$ cat config.mk
export PLATFORM = sky130hd
export DESIGN_NAME = watchdog_control_unit
export DESIGN_NICKNAME = d
export VERILOG_FILES = /design/src/wd_pkg.sv /design/src/wd_interval_counter.sv /design/src/watchdog_control_unit.sv
export SDC_FILE = /design/constraint.sdc
export NUM_CORES = 1
export LEC_CHECK = 0
export BUFFER_PORTS_ARGS = -buffer_cell sky130_fd_sc_hd__buf_2
export CORE_MARGIN = 1
export CORE_UTILIZATION = 58
export CTS_CLUSTER_DIAMETER = 30
export DETAILED_ROUTE_END_ITERATION = 12
export GPL_TIMING_DRIVEN = 0
export PLACE_DENSITY = 0.8
export SLEW_MARGIN = 0
export SYNTH_ARGS = -nofsm -noshare
export SYNTH_HDL_FRONTEND = slang
export SYNTH_HIERARCHICAL = 1
export SYNTH_SLANG_ARGS = --single-unit
$ cat constraint.sdc
create_clock -name clock -period 4.5 [get_ports clock]
set_input_delay 0.45 -clock clock [delete_from_list [all_inputs] [get_ports clock]]
set_output_delay 0.45 -clock clock [all_outputs]
set_load 0.03 [all_outputs]
$ cat src/wd_pkg.sv
// Purpose: Shared constants for the watchdog control unit
// Assumes: 8-bit control register reached through a dedicated SFR port
// Notes:   Counts are in crystal periods, delivered as a tick input
package wd_pkg;

  // Register width and field positions
  localparam int          CTRL_W        = 8;
  localparam int          BIT_UNLOCK    = 0;            // control_write_unlock
  localparam int          BIT_ENABLE    = 1;            // watchdog_enable_refresh
  localparam int          BIT_STATUS    = 2;            // timeout_status_flag
  localparam int          BIT_RESPONSE  = 3;            // expiry_response_select
  localparam int          PRE_LSB       = 4;            // Prescaler field low bit
  localparam int          PRE_W         = 4;            // Prescaler field width

  // Reset value of the control register
  localparam logic [7:0]  CTRL_RESET    = 8'h00;

  // Prescaler encodings
  localparam logic [3:0]  PRE_MAX_TIMED = 4'h7;         // Last timed setting
  localparam logic [3:0]  PRE_IMMEDIATE = 4'h8;         // Forces a reset at once

  // Timeout is 2^pre * 2^9 crystal periods
  localparam int          BASE_SHIFT    = 9;
  localparam int          CNT_W         = 17;           // Holds 2^7 * 2^9 - 1

  // Response select encoding
  localparam logic        RESP_RESET    = 1'b0;
  localparam logic        RESP_IRQ      = 1'b1;

endpackage

$ cat src/wd_interval_counter.sv
// Purpose: Counts crystal ticks and flags the end of a watchdog period
// Assumes: tick is a one-cycle pulse per crystal period, synchronous to clock
// Notes:   Restart wins over counting; reserved prescaler values never expire
`timescale 1ns/1ps
module wd_interval_counter
#(
  parameter int CNT_WIDTH = wd_pkg::CNT_W
)
(
  input  wire logic                       clock,
  input  wire logic                       rstn,
  input  wire logic                       run,
  input  wire logic                       restart,
  input  wire logic                       tick,
  input  wire logic [wd_pkg::PRE_W-1:0]   prescale,
  output logic                            expire,
  output logic      [CNT_WIDTH-1:0]       count
);
  import wd_pkg::*;

  logic [CNT_WIDTH-1:0] cnt_r;     // Elapsed ticks
  logic [CNT_WIDTH-1:0] cnt_nxt;   // Next elapsed ticks
  logic [CNT_WIDTH-1:0] limit;     // Last tick index of the period
  logic                 expire_r;  // Registered expiry pulse
  logic                 timed;     // Prescaler holds a timed value
  logic                 immediate; // Prescaler asks for instant expiry
  logic                 hitLimit;  // Period complete on this tick
  logic                 fire;      // Expiry this cycle

  // Period length decode
  assign timed     = (prescale <= PRE_MAX_TIMED);
  assign immediate = (prescale == PRE_IMMEDIATE);
  // Shift amount kept 5 bits wide so the base shift of 9 is not cut
  assign limit     = CNT_WIDTH'((CNT_WIDTH'(1) << (5'(prescale[2:0]) + 5'(BASE_SHIFT))) - CNT_WIDTH'(1)); // RULE_08
  assign hitLimit  = tick && (cnt_r == limit);
  // Immediate expiry is held off while its own pulse is out, so one request is raised, not two
  assign fire      = run && !restart && ((timed && hitLimit) || (immediate && !expire_r)); // RULE_08

  // Counter advance; restart or stop clears so each refresh starts a full period
  assign cnt_nxt = (!run || restart || fire) ? '0 :
                   (tick && timed)           ? CNT_WIDTH'(cnt_r + CNT_WIDTH'(1)) :
                                               cnt_r;

  // Counter and pulse flops
  always_ff @(posedge clock or negedge rstn)
  begin
    if (!rstn)
    begin
      cnt_r    <= '0;
      expire_r <= 1'b0;
    end
    else
    begin
      cnt_r    <= cnt_nxt;
      expire_r <= fire;
    end
  end

  assign expire = expire_r;
  assign count  = cnt_r;

endmodule

$ cat src/watchdog_control_unit.sv
// Purpose: Watchdog supervisor with a guarded 8-bit control register
// Assumes: SFR write and instruction-end strobes are synchronous one-cycle pulses
// Notes:   Outputs are flops; a write lands in the cycle its instruction ends
// Summary of operation
// RULE_01 - Interrupt response raises unmaskable high-priority interrupt
// RULE_02 - Timeout sets status flag at bit 2
// RULE_03 - Status clears by software zero or hardware reset
// RULE_04 - Setting enable bit arms and refreshes watchdog
// RULE_05 - Enable clears: write zero, reset, supply interrupt
// RULE_06 - Control write accepted only right after unlock
// RULE_07 - Software masks interrupts around the unlock sequence
// RULE_08 - Prescaler picks 2^pre*512 periods; 8 immediate
// RULE_09 - Bit 3 selects reset or interrupt response
// RULE_10 - Unlock lapses after any other instruction
`timescale 1ns/1ps
module watchdog_control_unit
#(
  parameter int CNT_WIDTH = wd_pkg::CNT_W
)
(
  input  wire logic                       clock,
  input  wire logic                       rstn,
  input  wire logic                       ctrlWrite,
  input  wire logic [wd_pkg::CTRL_W-1:0]  ctrlWrData,
  input  wire logic                       instrEnd,
  input  wire logic                       xtalTick,
  input  wire logic                       supplyMonitorIrq,
  output logic      [wd_pkg::CTRL_W-1:0]  watchdogControl,
  output logic                            wdIrq,
  output logic                            wdResetReq
);
  import wd_pkg::*;

  logic [CTRL_W-1:0]    ctrl_r;      // Control register
  logic [CTRL_W-1:0]    ctrl_nxt;    // Next control register
  logic                 irq_r;       // Interrupt pulse flop
  logic                 rst_r;       // Reset request pulse flop
  logic                 expire;      // Period elapsed while armed
  logic [CNT_WIDTH-1:0] count;       // Elapsed ticks, for checks
  logic                 unlocked;    // Write permission held
  logic                 accept;      // Full write taken this cycle
  logic                 unlockOnly;  // Locked write that only sets permission
  logic                 lapse;       // Another instruction ended first
  logic                 refresh;     // Accepted write with enable set
  logic                 respIrq;     // Interrupt response chosen
  logic                 immediate;   // Prescaler forces instant reset
  logic                 toIrq;       // Expiry answered by interrupt
  logic                 toReset;     // Expiry answered by reset
  logic                 statusNxt;   // Next status flag
  logic                 enableNxt;   // Next enable bit
  logic                 unlockNxt;   // Next unlock bit

  // Write guard decode
  assign unlocked   = ctrl_r[BIT_UNLOCK];
  assign accept     = ctrlWrite && unlocked;                          // RULE_06
  assign unlockOnly = ctrlWrite && !unlocked && ctrlWrData[BIT_UNLOCK]; // RULE_06
  assign lapse      = instrEnd && !ctrlWrite && unlocked;             // RULE_10
  assign refresh    = accept && ctrlWrData[BIT_ENABLE];               // RULE_04

  // Response decode
  assign respIrq   = (ctrl_r[BIT_RESPONSE] == RESP_IRQ);               // RULE_09
  assign immediate = (ctrl_r[PRE_LSB +: PRE_W] == PRE_IMMEDIATE);
  assign toIrq     = expire && respIrq && !immediate;                 // RULE_01
  assign toReset   = expire && (!respIrq || immediate);               // RULE_09

  // Status flag: expiry wins over a software clear in the same cycle
  assign statusNxt = expire ? 1'b1 :                                  // RULE_02
                     accept ? ctrlWrData[BIT_STATUS] :                // RULE_03
                              ctrl_r[BIT_STATUS];

  // Enable bit: supply interrupt and reset response always drop it
  assign enableNxt = (supplyMonitorIrq || toReset) ? 1'b0 :           // RULE_05
                     accept ? ctrlWrData[BIT_ENABLE] :                // RULE_04
                              ctrl_r[BIT_ENABLE];

  // Permission: one instruction wide, consumed by the write it allows
  assign unlockNxt = unlockOnly ? 1'b1 :
                     (accept || lapse) ? 1'b0 :                       // RULE_10
                                         unlocked;

  // Full register next value; fields above bit 2 change only by accepted writes
  assign ctrl_nxt = {accept ? ctrlWrData[CTRL_W-1:BIT_RESPONSE] : ctrl_r[CTRL_W-1:BIT_RESPONSE],
                     statusNxt, enableNxt, unlockNxt};

  // Period timer; runs only while enabled
  wd_interval_counter #(
    .CNT_WIDTH (CNT_WIDTH)
  ) u_counter (
    .clock    (clock),
    .rstn     (rstn),
    .run      (ctrl_r[BIT_ENABLE]),
    .restart  (refresh),
    .tick     (xtalTick),
    .prescale (ctrl_r[PRE_LSB +: PRE_W]),
    .expire   (expire),
    .count    (count)
  );

  // Register and response flops; the external reset clears them asynchronously
  always_ff @(posedge clock or negedge rstn)
  begin
    if (!rstn)
    begin
      ctrl_r <= CTRL_RESET;  // RULE_03
      irq_r  <= 1'b0;
      rst_r  <= 1'b0;
    end
    else
    begin
      ctrl_r <= ctrl_nxt;
      irq_r  <= toIrq;       // RULE_01
      rst_r  <= toReset;     // RULE_09
    end
  end

  // Interrupt is a plain pulse; it has no mask input, so interrupt disable cannot hide it
  assign watchdogControl = ctrl_r;
  assign wdIrq           = irq_r;
  assign wdResetReq      = rst_r;

  // Checks
  property p_irq_on_expiry;
    @(posedge clock) disable iff (!rstn)
      (expire && respIrq && !immediate) |=> (wdIrq && !wdResetReq);
  endproperty
  a_irq_on_expiry: assert property (p_irq_on_expiry) else $error("interrupt missing after expiry"); // RULE_01

  property p_status_set;
    @(posedge clock) disable iff (!rstn)
      expire |=> watchdogControl[BIT_STATUS];
  endproperty
  a_status_set: assert property (p_status_set) else $error("status flag not set on timeout"); // RULE_02

  property p_status_clear;
    @(posedge clock) disable iff (!rstn)
      (accept && !ctrlWrData[BIT_STATUS] && !expire) |=> !watchdogControl[BIT_STATUS];
  endproperty
  a_status_clear: assert property (p_status_clear) else $error("status flag did not clear"); // RULE_03

  property p_refresh_restarts;
    @(posedge clock) disable iff (!rstn)
      (refresh && !supplyMonitorIrq && !toReset) |=> (count == '0);
  endproperty
  a_refresh_restarts: assert property (p_refresh_restarts) else $error("refresh did not restart period"); // RULE_04

  property p_supply_clears;
    @(posedge clock) disable iff (!rstn)
      supplyMonitorIrq |=> !watchdogControl[BIT_ENABLE];
  endproperty
  a_supply_clears: assert property (p_supply_clears) else $error("enable survived supply interrupt"); // RULE_05

  property p_locked_ignored;
    @(posedge clock) disable iff (!rstn)
      (ctrlWrite && !unlocked && !expire) |=> $stable(watchdogControl[CTRL_W-1:BIT_RESPONSE]);
  endproperty
  a_locked_ignored: assert property (p_locked_ignored) else $error("locked write changed register"); // RULE_06

  property p_immediate_reset;
    @(posedge clock) disable iff (!rstn)
      (immediate && ctrl_r[BIT_ENABLE] && !refresh && !supplyMonitorIrq) |-> ##[1:2] wdResetReq;
  endproperty
  a_immediate_reset: assert property (p_immediate_reset) else $error("immediate reset not issued"); // RULE_08

  property p_reset_response;
    @(posedge clock) disable iff (!rstn)
      (expire && !respIrq) |=> (wdResetReq && !wdIrq && !watchdogControl[BIT_ENABLE]);
  endproperty
  a_reset_response: assert property (p_reset_response) else $error("reset response wrong"); // RULE_09

  property p_unlock_lapses;
    @(posedge clock) disable iff (!rstn)
      lapse |=> !watchdogControl[BIT_UNLOCK];
  endproperty
  a_unlock_lapses: assert property (p_unlock_lapses) else $error("write permission did not lapse"); // RULE_10

  property p_cov_irq;
    @(posedge clock) disable iff (!rstn) wdIrq;
  endproperty
  c_cov_irq: cover property (p_cov_irq);

  property p_cov_reset;
    @(posedge clock) disable iff (!rstn) wdResetReq;
  endproperty
  c_cov_reset: cover property (p_cov_reset);

  property p_cov_unlock_write;
    @(posedge clock) disable iff (!rstn) unlockOnly ##1 accept;
  endproperty
  c_cov_unlock_write: cover property (p_cov_unlock_write);

  property p_cov_lapse;
    @(posedge clock) disable iff (!rstn) lapse;
  endproperty
  c_cov_lapse: cover property (p_cov_lapse);

endmodule

Yosys cells after proc, flatten, opt, wreduce, memory -nomap -nowiden. Cells that the tools add are included.

Flip-flop bits (word level): 28. Bits in latches: 0. RAM bits: 0. ROM bits: 0. Bits of input ports: 14. Output and inout bits: 10. Word-level logic and storage cells: 55. Memories: 0.

Add/subtract/negate cells: 3. $mul: 0. Divide/modulo/power cells: 0. $lt $le $gt $ge: 1. Equal/unequal tests: 2. Shifts and indexed selects: 1. Multiplexer cells: 8. Bitwise gates (word level): 0. Reductions and logical operators: 32.

Operators with widths (number): 2-to-1 mux 17 bit (2); adder 17 x 1 -> 17 bit (second input constant) (1); equality test 17 bit (1); << shifter 1 x 5 -> 17 bit (first input constant) (1); subtractor 17 x 2 -> 17 bit (second input constant) (1); logical AND 1 bit (15); nonzero test 2 bit (4); logical NOT 1 bit (7); logical OR 1 bit (6); 2-to-1 mux 1 bit (6); adder 3 x 4 -> 5 bit (second input constant) (1); equality test 4 bit (second input constant) (1); less-or-equal comparator 4 x 3 -> 1 bit (second input constant) (1).

Depth between registers and ports, before layout. Gate-level depths: netlist of the first run.

Depth in word-level cells: 10. Gate-level depth with buffers: 16. Gate-level depth less buffers: 12.

Hierarchy. Netlist of the first run, hierarchy kept.

By module, submodules not included: wd_interval_counter (times used 1, cells each 194, area each 1589.0 sq um, seq. area each 450.4 sq um); watchdog_control_unit (times used 1, cells each 28, area each 389.1 sq um, seq. area each 250.2 sq um).

Least setup slack after synthesis of the first run. Ideal clock, no wire load.

Kind: register to register. Start point: register ctrl_r[4], in the netlist watchdogControl[4]. End point: register u_counter.cnt_r[0], in the netlist u_counter/count[0]. Setup time: 128 ps. Data arrival time: 3688 ps. Data required time: 4372 ps. Path slack: 684 ps. Stages on the path, launching flop included: 17. Buffers on the path: 4. Period minus slack after synthesis: 3816 ps. Cell sequence: dfrtp_1 -> buf_6 -> nand2_4 -> inv_1 -> ha_1 -> clkbuf_1 -> nand4b_1 -> or2_2 -> ha_1 -> clkbuf_1 -> nor4b_1 -> a21oi_1 -> o22a_1 -> a22o_1 -> nor4_4 -> buf_6 -> a21oi_2.

Cells in the longest elaborated chain, start to end: 10. Elaborated cells between the ends (all ways): 15. Classes of those cells: add/sub: 2; order compare: 1; eq/ne: 2; shift: 1; mux: 1; reduce/logical: 8.

Ends and longest elaborated chain: from (decl) (RTL line watchdog_control_unit.sv:34) `logic [CTRL_W-1:0] ctrl_r;`; from (signal assigned) (RTL line watchdog_control_unit.sv:110) `ctrl_r <= ctrl_nxt;`; adder 3 x 4 -> 5 bit (RTL line wd_interval_counter.sv:34) `assign limit = CNT_WIDTH'((CNT_WIDTH'(1) << (5'(prescale[2:0]) + 5'(BASE_SHIFT))) - CNT_WIDTH'(1));`; << shifter 1 x 5 -> 17 bit (RTL line wd_interval_counter.sv:34); subtractor 17 x 2 -> 17 bit (RTL line wd_interval_counter.sv:34); equality test 17 bit (RTL line wd_interval_counter.sv:35) `assign hitLimit = tick && (cnt_r == limit);`; logical AND 1 bit (RTL line wd_interval_counter.sv:35); logical AND 1 bit (RTL line wd_interval_counter.sv:37) `assign fire = run && !restart && ((timed && hitLimit) || (immediate && !expire_r));`; logical OR 1 bit (RTL line wd_interval_counter.sv:37); logical AND 1 bit (RTL line wd_interval_counter.sv:37); logical OR 1 bit (RTL line wd_interval_counter.sv:40) `assign cnt_nxt = (!run || restart || fire) ? '0 :`; 2-to-1 mux 17 bit / nonzero test 2 bit (equally long branches); to (signal assigned) (RTL line wd_interval_counter.sv:54) `cnt_r <= cnt_nxt;`; to (decl) (RTL line wd_interval_counter.sv:21) `logic [CNT_WIDTH-1:0] cnt_r;`.

Parallel ways exist; a longest one is shown, timed or not. A chain may end at the register's enable or synchronous reset.

Worst setup path after layout of the first run. Same ends and word-level chain as after synthesis.

==> results.md, run 1 <==
* Vias in the first global route at 1498
* Final Max Tran Viols at 0
* Worst setup SP type: register
* Inserted Diodes at 0
* Initial DRC count at 98
* Area of the multi-input gates at 0.00119 mm2
* Synth top area share at 0.354
* Synth Net Count at 239
* Congestion Overflow GR at 0
* Root Buffer: clkbuf_4
* Clock transition at path regs at 0.15 ns
* Vias per inst at 5.60
* First-pass GRT wire length at 6930 um
* Worst Path Arrival at 4.24 ns
* Psw at 0.263 mW
* Bufs on Longest Clock Path at 2
* FF+latch area at 701 um2
* Sequential-to-total area share from yosys stat at 0.354
* Fin crit share at 0.893
* Post-Route WL at 4350 um
* Total track usage at 0.252
* Fin Setup TNS at 0 ns
* Ys flop type: dfrtp_1
* Slew @ Worst Pin at 0.623 ns
* TritonCTS buffer count at 3
* Pwr dens at 313 mW/mm2
* Die height at 60.4 um
* Gate power share at 0.400
* RSZ-0062 raised after global routing: no
* TritonCTS clock tree: built
* Crit. End Element: register
* Critical path fanouts, max at 10
* Post-placement cell count at 289
* DRC at 0
* Yosys reg bits at 28
* Fin crit period at 4.02 ns
* Status: finished clean
* Worst slew margin at 0.585
* Ports at 24
* Routed Antenna Nets at 0
* Post-synth EDFFs at 0
* # hold bufs at CTS at 0
* Initial antenna violation count at 0
* Library cells used by synthesis at 52
* Pre-CTS setup slack at 0.241 ns
* Synth area leader: dfrtp_1
* Total via count in the routed design at 1658
* Peak VDD IR at 0.000205 V
* Clock share of power at 0.180
* Die boundary width at 60.4 um
* Initial core utilization at 0.627
* Leak Pwr at 1.02 nW
* P_int at 0.428 mW
* Die Area at 0.00365 mm2
* Fin util at 0.700
* H-tree Lvls at 1
* Final hold vios at 0
* Port Buffers at 23
* Area growth syn-to-layout at 11.6%
* Mapped Area at 0.00198 mm2
* Avg Cell Area, Syn at 8.91 um2
* Required @ worst endpoint at 4.72 ns
* Clk_lat worst skew at 0.33 ns
* Synth top area cells: dfrtp_1 35%, nand2_1 6.1%, xnor2_1 4.9%
* WL/cell at 14.7 um
* Number of iterations in the first detailed-routing pass at 4
* Rows at 20
* Seq pwr share at 0.420
* Critical path class: reg2reg
* Yosys Warn Count at 6
* Fin worst setup slack at 0.481 ns
* Hold Crit Class: in2async
* F_max at 249 MHz
* Clk sinks at 28
* Final nets at 270
* Setup-failing EPs final at 0
* Fill count at 264
* Largest net degree at the start of global routing at 29
* Asr flop ratio synth at 1.00
* Core Region at 0.00315 mm2
* Max cap viols at 0
* Sw Share at 0.381
* Layout cells sized above 1 at 0.230
* Cells after Synth at 222
* Worst clock skew at 0.00272 ns
* RePlAce Congestion at 0.846
* Final Non-Filler Cells at 296
* Detailed Place HPWL at 3030 um
synth_stat cells (all sizes together) (4+ instances only):
cell and instances:
xor2 11, a21oi 25, nor3 12, nor2 11, clkbuf 6, inv 5
buf 4, nand3 5, mux2 6, nor2b 4, xnor2 11, and3 9
dfrtp 28, nand2 33
stage by stage:
step / hold slack, ns / cell area, um2 / power (mW)
2_1_floorplan: 0.154 / 1980 / 0.503
3_3_place_gp: 0.466 / 2150 / 0.562
3_5_place_dp: 0.484 / 2150 / 0.568
4_1_cts: 0.127 / 2180 / 0.691
6_report: 0.111 / 2210 / 0.690
5_1_grt: 0.143 / 2210 / 0.731
path summary, 6_finish.rpt:
kind                                           startpoint                               to  slack, ns  depth (start not counted)
min in group clock                       supplyMonitorIrq   watchdogControl[1]$_DFFE_PN0P_       0.26                          2
max in group asynchronous                            rstn  u_counter/count[11]$_DFFE_PN0P_       3.99                          1
min reg2reg                watchdogControl[2]$_DFFE_PN0P_   watchdogControl[2]$_DFFE_PN0P_       0.51                          1
max                        watchdogControl[4]$_DFFE_PN0P_   u_counter/count[0]$_DFFE_PN0P_       0.48                         17
min                                                  rstn   u_counter/count[6]$_DFFE_PN0P_       0.11                          1
max reg2reg                watchdogControl[4]$_DFFE_PN0P_   u_counter/count[0]$_DFFE_PN0P_       0.48                         17
flip-flops by register name, indices dropped and copies added, names as in the netlist:
name              cells
wdIrq                 1
u_counter/count      17
wdResetReq            1
watchdogControl       8
u_counter/expire      1
routing by layer:
metal | wire, um | up-vias | global-route usage
li1 | - | 847 | -
met1 | 2120 | 775 | 0.367
met2 | 2040 | 31 | 0.405
met3 | 136 | 5 | 0.0192
met4 | 50 | 0 | 0.0698
met5 | 0 | - | 0
cells by family after synthesis:
logic type	after synthesis	share of synthesized area
AOI/OAI and AO/OA	46	0.166
xor gates and xnor gates	22	0.0974
adders and majority gates	3	0.0190
buffers and inverters	16	0.0449
DFF	28	0.354
muxes	8	0.0443
other	1	0.00190
and+or+nand+nor	98	0.273
critical path, cell delays in order, from the launching register on:
cell and delay (ns):
dfrtp_1 0.46, buf_6 0.16, nand2_4 0.08, inv_1 0.07, ha_1 0.35, clkbuf_1 0.24
nand4b_1 0.26, or2_2 0.32, ha_1 0.25, clkbuf_1 0.28, nor4b_1 0.34, a21oi_1 0.11
o22a_1 0.22, a22o_1 0.22, nor4_4 0.12, buf_4 0.19, buf_6 0.18, a21oi_2 0.07
placed cells by master (no fill, tap or decap), types with 6 or more instances in the layout:
| master | netlist | layout |
|---|---|---|
| a21oi_1 | 15 | 15 |
| buf_2 | 1 | 24 |
| clkbuf_1 | 6 | 6 |
| nor3_1 | 12 | 12 |
| xor2_1 | 11 | 11 |
| mux2_2 | 6 | 6 |
| nand2_1 | 32 | 32 |
| xnor2_1 | 11 | 11 |
| a21oi_2 | 10 | 10 |
| dfrtp_1 | 28 | 28 |
| nor2_1 | 11 | 11 |
| and3_1 | 9 | 9 |
power by group through the flow:
stage,clock network (mW),registers [mW],logic (mW)
floorplan,0,0.319,0.183
global placement,0,0.293,0.269
detailed placement,0,0.295,0.273
CTS,0.126,0.290,0.275
global route,0.137,0.293,0.300
finish,0.124,0.290,0.276
layout make-up:
cell class              instances  share of cell area
multi-input cells             178               0.539
plain buffers                  11              0.0317
well taps                      44              0.0249
repair buffers                 26              0.0624
inverters                       5             0.00850
flip-flops and latches         28               0.317
clock buffers                   4              0.0164
repair_timing:
item / 4_1_cts / 5_1_grt
gates resized for setup: 0 / 0
setup buffers: 0 / 3
setup endpoints to repair: 0 / 10
No activity file was read; power rests on OpenSTA's default activity.
==> run 2, diff against run 1 <==
--- a/config.mk
+++ b/config.mk
@@ -5,13 +5,14 @@
 export SDC_FILE = /design/constraint.sdc
 export NUM_CORES = 1
 export LEC_CHECK = 0
+export ABC_AREA = 1
 export BUFFER_PORTS_ARGS = -buffer_cell sky130_fd_sc_hd__buf_2
 export CORE_MARGIN = 1
 export CORE_UTILIZATION = 58
 export CTS_CLUSTER_DIAMETER = 30
 export DETAILED_ROUTE_END_ITERATION = 12
 export GPL_TIMING_DRIVEN = 0
-export PLACE_DENSITY = 0.8
+export PLACE_DENSITY = 0.79
 export SLEW_MARGIN = 0
 export SYNTH_ARGS = -nofsm -noshare
 export SYNTH_HDL_FRONTEND = slang
==> run 2 against run 1 <==
Compared with the run above:
- clock skew increased by 0.0024 ns
- setup slack improved by 0.88 ns
- hold slack improved by 0.00081 ns
- fmax increased by 28%
- synthesized cell count increased by 30%
- critical path type unchanged
- largest power group unchanged
==> results.md, run 2 <==
* TritonCTS clock tree: built (unchanged)
* Hold Crit Class: in2async (unchanged)
* DRC at 0 (unchanged)
* Detailed Place HPWL at 3280 um (was 3030 um)
* Synth top area cells: dfrtp_1 35%, nand2_1 16%, nor2_1 7.2% (was dfrtp_1 35%, nand2_1 6.1%, xnor2_1 4.9%)
* Status: finished clean (unchanged)
* Library cells used by synthesis at 28 (was 52)
* Port Buffers at 23 (unchanged)
* # hold bufs at CTS at 0 (unchanged)
* Avg Cell Area, Syn at 7.05 um2 (was 8.91 um2)
* Yosys Warn Count at 6 (unchanged)
* WL met3 at 178 um (was 136 um)
* Max cap viols at 0 (unchanged)
* Met2 routed WL at 2000 um (was 2040 um)
* Largest net degree at the start of global routing at 29 (unchanged)
* Sequential-to-total area share from yosys stat at 0.345 (was 0.354)
* Die height at 61.2 um (was 60.4 um)
* Max reg flops at 17 (unchanged)
* Bufs on Longest Clock Path at 2 (unchanged)
* Worst Path Arrival at 3.36 ns (was 4.24 ns)
* Synth Net Count at 305 (was 239)
* Final hold vios at 0 (unchanged)
* Worst clock skew at 0.00514 ns (was 0.00272 ns)
* Worst setup SP type: register (unchanged)
* Final Max Tran Viols at 0 (unchanged)
* Peak VDD IR at 0.000194 V (was 0.000205 V)
* Metal-1 WL at 1930 um (was 2120 um)
* Clk_lat worst skew at 0.33 ns (about the same)
* Fin crit period at 3.14 ns (was 4.02 ns)
* Post-synth top cells: 89 x nand2_1, 39 x nor2_1, 33 x inv_1 (was 32 x nand2_1, 28 x dfrtp_1, 15 x a21oi_1)
* Vias per inst at 5.02 (was 5.60)
* Final nets at 333 (was 270)
* Synth top area share at 0.345 (was 0.354)
* H-tree Lvls at 1 (unchanged)
* TritonCTS buffer count at 3 (unchanged)
* Critical path fanouts, max at 10 (unchanged)
* Die Area at 0.00374 mm2 (was 0.00365 mm2)
* Most frequent cell after synthesis: nand2_1 (unchanged)
* Post-CTS Resized at 0 (unchanged)
* Fill count at 311 (was 264)
* Clock transition at path regs at 0.14 ns (was 0.15 ns)
* Rows at 21 (was 20)
* RSZ-0062 raised after global routing: no (unchanged)
* Yosys reg bits at 28 (unchanged)
* RePlAce Congestion at 0.882 (was 0.846)
* Leak Pwr at 1.07 nW (was 1.02 nW)
* F_max at 319 MHz (was 249 MHz)
* Ys flop type: dfrtp_1 (unchanged)
* Worst slew margin at 0.590 (was 0.585)
* Clk sinks at 28 (unchanged)
* First-pass GRT wire length at 7230 um (was 6930 um)
* Fin crit share at 0.697 (was 0.893)
* Total track usage at 0.264 (was 0.252)
* Root Buffer: clkbuf_4 (unchanged)
* Cells after Synth at 288 (was 222)
* Post-Route WL at 4190 um (was 4350 um)
* Ports at 24 (unchanged)
* Crit. End Element: register (unchanged)
* Asr flop ratio synth at 1.00 (unchanged)
* Total via count in the routed design at 1813 (was 1658)
* DR top layer: met4 (unchanged)
* Routed Antenna Nets at 0 (unchanged)
* Initial DRC count at 113 (was 98)
* Synth area leader: dfrtp_1 (unchanged)
* Worst Reg-to-Reg Cells at 20 (was 17)
* WL/cell at 11.6 um (was 14.7 um)
* Initial core utilization at 0.609 (was 0.627)
* Pwr dens at 288 mW/mm2 (was 313 mW/mm2)
* Layout cells sized above 1 at 0.213 (was 0.230)
* Most frequent cells in the layout: 89 x nand2_1, 39 x nor2_1, 33 x inv_1 (was 32 x nand2_1, 28 x dfrtp_1, 24 x buf_2)
* Area growth syn-to-layout at 10.3% (was 11.6%)
* Post-synth EDFFs at 0 (unchanged)
* Mapped Area at 0.00203 mm2 (was 0.00198 mm2)
* Post-CTS setup buffers at 0 (unchanged)
* Inserted Diodes at 0 (unchanged)
* Vias in the first global route at 1713 (was 1498)
* Slew @ Worst Pin at 0.616 ns (was 0.623 ns)
* Tot Pwr at 0.645 mW (was 0.690 mW)
* Initial antenna violation count at 0 (unchanged)
* Required @ worst endpoint at 4.72 ns (about the same)
* Most common cell after layout, fill and taps aside: nand2_1 (unchanged)
* Congestion Overflow GR at 0 (unchanged)
* Die boundary width at 61.2 um (was 60.4 um)
* Critical path class: reg2reg (unchanged)
* Core Region at 0.00334 mm2 (was 0.00315 mm2)
* Setup-failing EPs final at 0 (unchanged)
* Number of iterations in the first detailed-routing pass at 4 (unchanged)
* Fin Setup TNS at 0 ns (unchanged)
## run 2: cell types whose count changed in the layout (fill, tap and decap cells not counted), sizes merged, moves of 4 or more
| cell | previous run | this run |
|---|---|---|
| buf | 30 | 25 |
| nor2b | 4 | 0 |
| clkbuf | 10 | 4 |
| a21oi | 25 | 3 |
| nand3 | 5 | 27 |
| o21ai | 3 | 8 |
| nand2 | 33 | 96 |
| mux2 | 6 | 0 |
| xnor2 | 11 | 2 |
| nor2 | 11 | 57 |
| inv | 5 | 40 |
| nor3 | 12 | 3 |
| and3 | 9 | 0 |
## run 2: worst paths after layout
check	from	endpoint	slack [ns]
setup reg to reg	watchdogControl[5]$_DFFE_PN0P_	u_counter/count[13]$_DFFE_PN0P_	1.36
setup / recovery	watchdogControl[5]$_DFFE_PN0P_	u_counter/count[13]$_DFFE_PN0P_	1.36
hold / removal	rstn	u_counter/count[16]$_DFFE_PN0P_	0.11
max in group asynchronous	rstn	u_counter/count[9]$_DFFE_PN0P_	3.99
hold reg to reg	watchdogControl[3]$_DFFE_PN0P_	wdResetReq$_DFF_PN0_	0.50
min in group clock	ctrlWrData[6]	watchdogControl[6]$_DFFE_PN0P_	0.31
## run 2: final cells by class
class                      instances  area, um2  share of cell area
buffer                             2       25.0              0.0112
clock buffer                       4       36.3              0.0162
inverter                          40        153              0.0682
multi-input combinational        218       1150               0.515
sequential                        28        701               0.313
tap                               46       57.6              0.0257
timing repair buffer              23        115              0.0514
## run 2: per-stage QoR
stage / hold WS [ns] / instances / util / setup slack [ns] / instance area [um2]
3_3_place_gp: 0.485 / 357 / 0.660 / 1.46 / 2200
4_1_cts: 0.122 / 361 / 0.671 / 1.37 / 2240
6_report: 0.112 / 361 / 0.671 / 1.36 / 2240
5_1_grt: 0.152 / 361 / 0.671 / 1.14 / 2240
2_1_floorplan: 0.154 / 288 / - / 1.63 / 2030
3_5_place_dp: 0.484 / 357 / 0.660 / 1.39 / 2200
## run 2: critical path, stage by stage (launching register included)
cell and delay, ns:
dfrtp_1 0.59, nand2_2 0.14, inv_2 0.11, ha_1 0.27, nor2_4 0.23, nand2_1 0.11, ha_1 0.20, buf_2 0.18
inv_2 0.10, nand2_1 0.09, nand2_1 0.06, nor2_1 0.04, nand2_1 0.05, nand2_1 0.06, nor2_1 0.11, nand3_2 0.08
nor2_2 0.09, nand3_2 0.13, nand3_4 0.16, buf_12 0.20, nor2_4 0.04
## run 2: kinds of logic (layout without fill, tap and decap cells)
group                    count (synthesis)  count (layout)  share of synthesized area
buffers and inverters                   42              69                     0.0875
AO/OA/AOI/OAI                           12              12                     0.0327
other                                    1               1                    0.00185
XOR/XNOR                                11              11                     0.0474
adder cells (fa/ha/maj)                  3               3                     0.0185
AND/OR/NAND/NOR                        191             191                      0.467
flip-flops                              28              28                      0.345
## run 2: metal layers
metal / GRT usage / vias to the layer above
met3: 0.0399 / 8
met5: 0 / -
li1: - / 939
met4: 0.101 / 0
met2: 0.453 / 54
met1: 0.337 / 812
## run 2: power by group
part	leakage [nW]	internal, mW	total [mW]	switching (mW)
Combinational	0.666	0.0718	0.228	0.156
Clock	0.0210	0.0496	0.122	0.0729
Sequential	0.380	0.266	0.295	0.0289
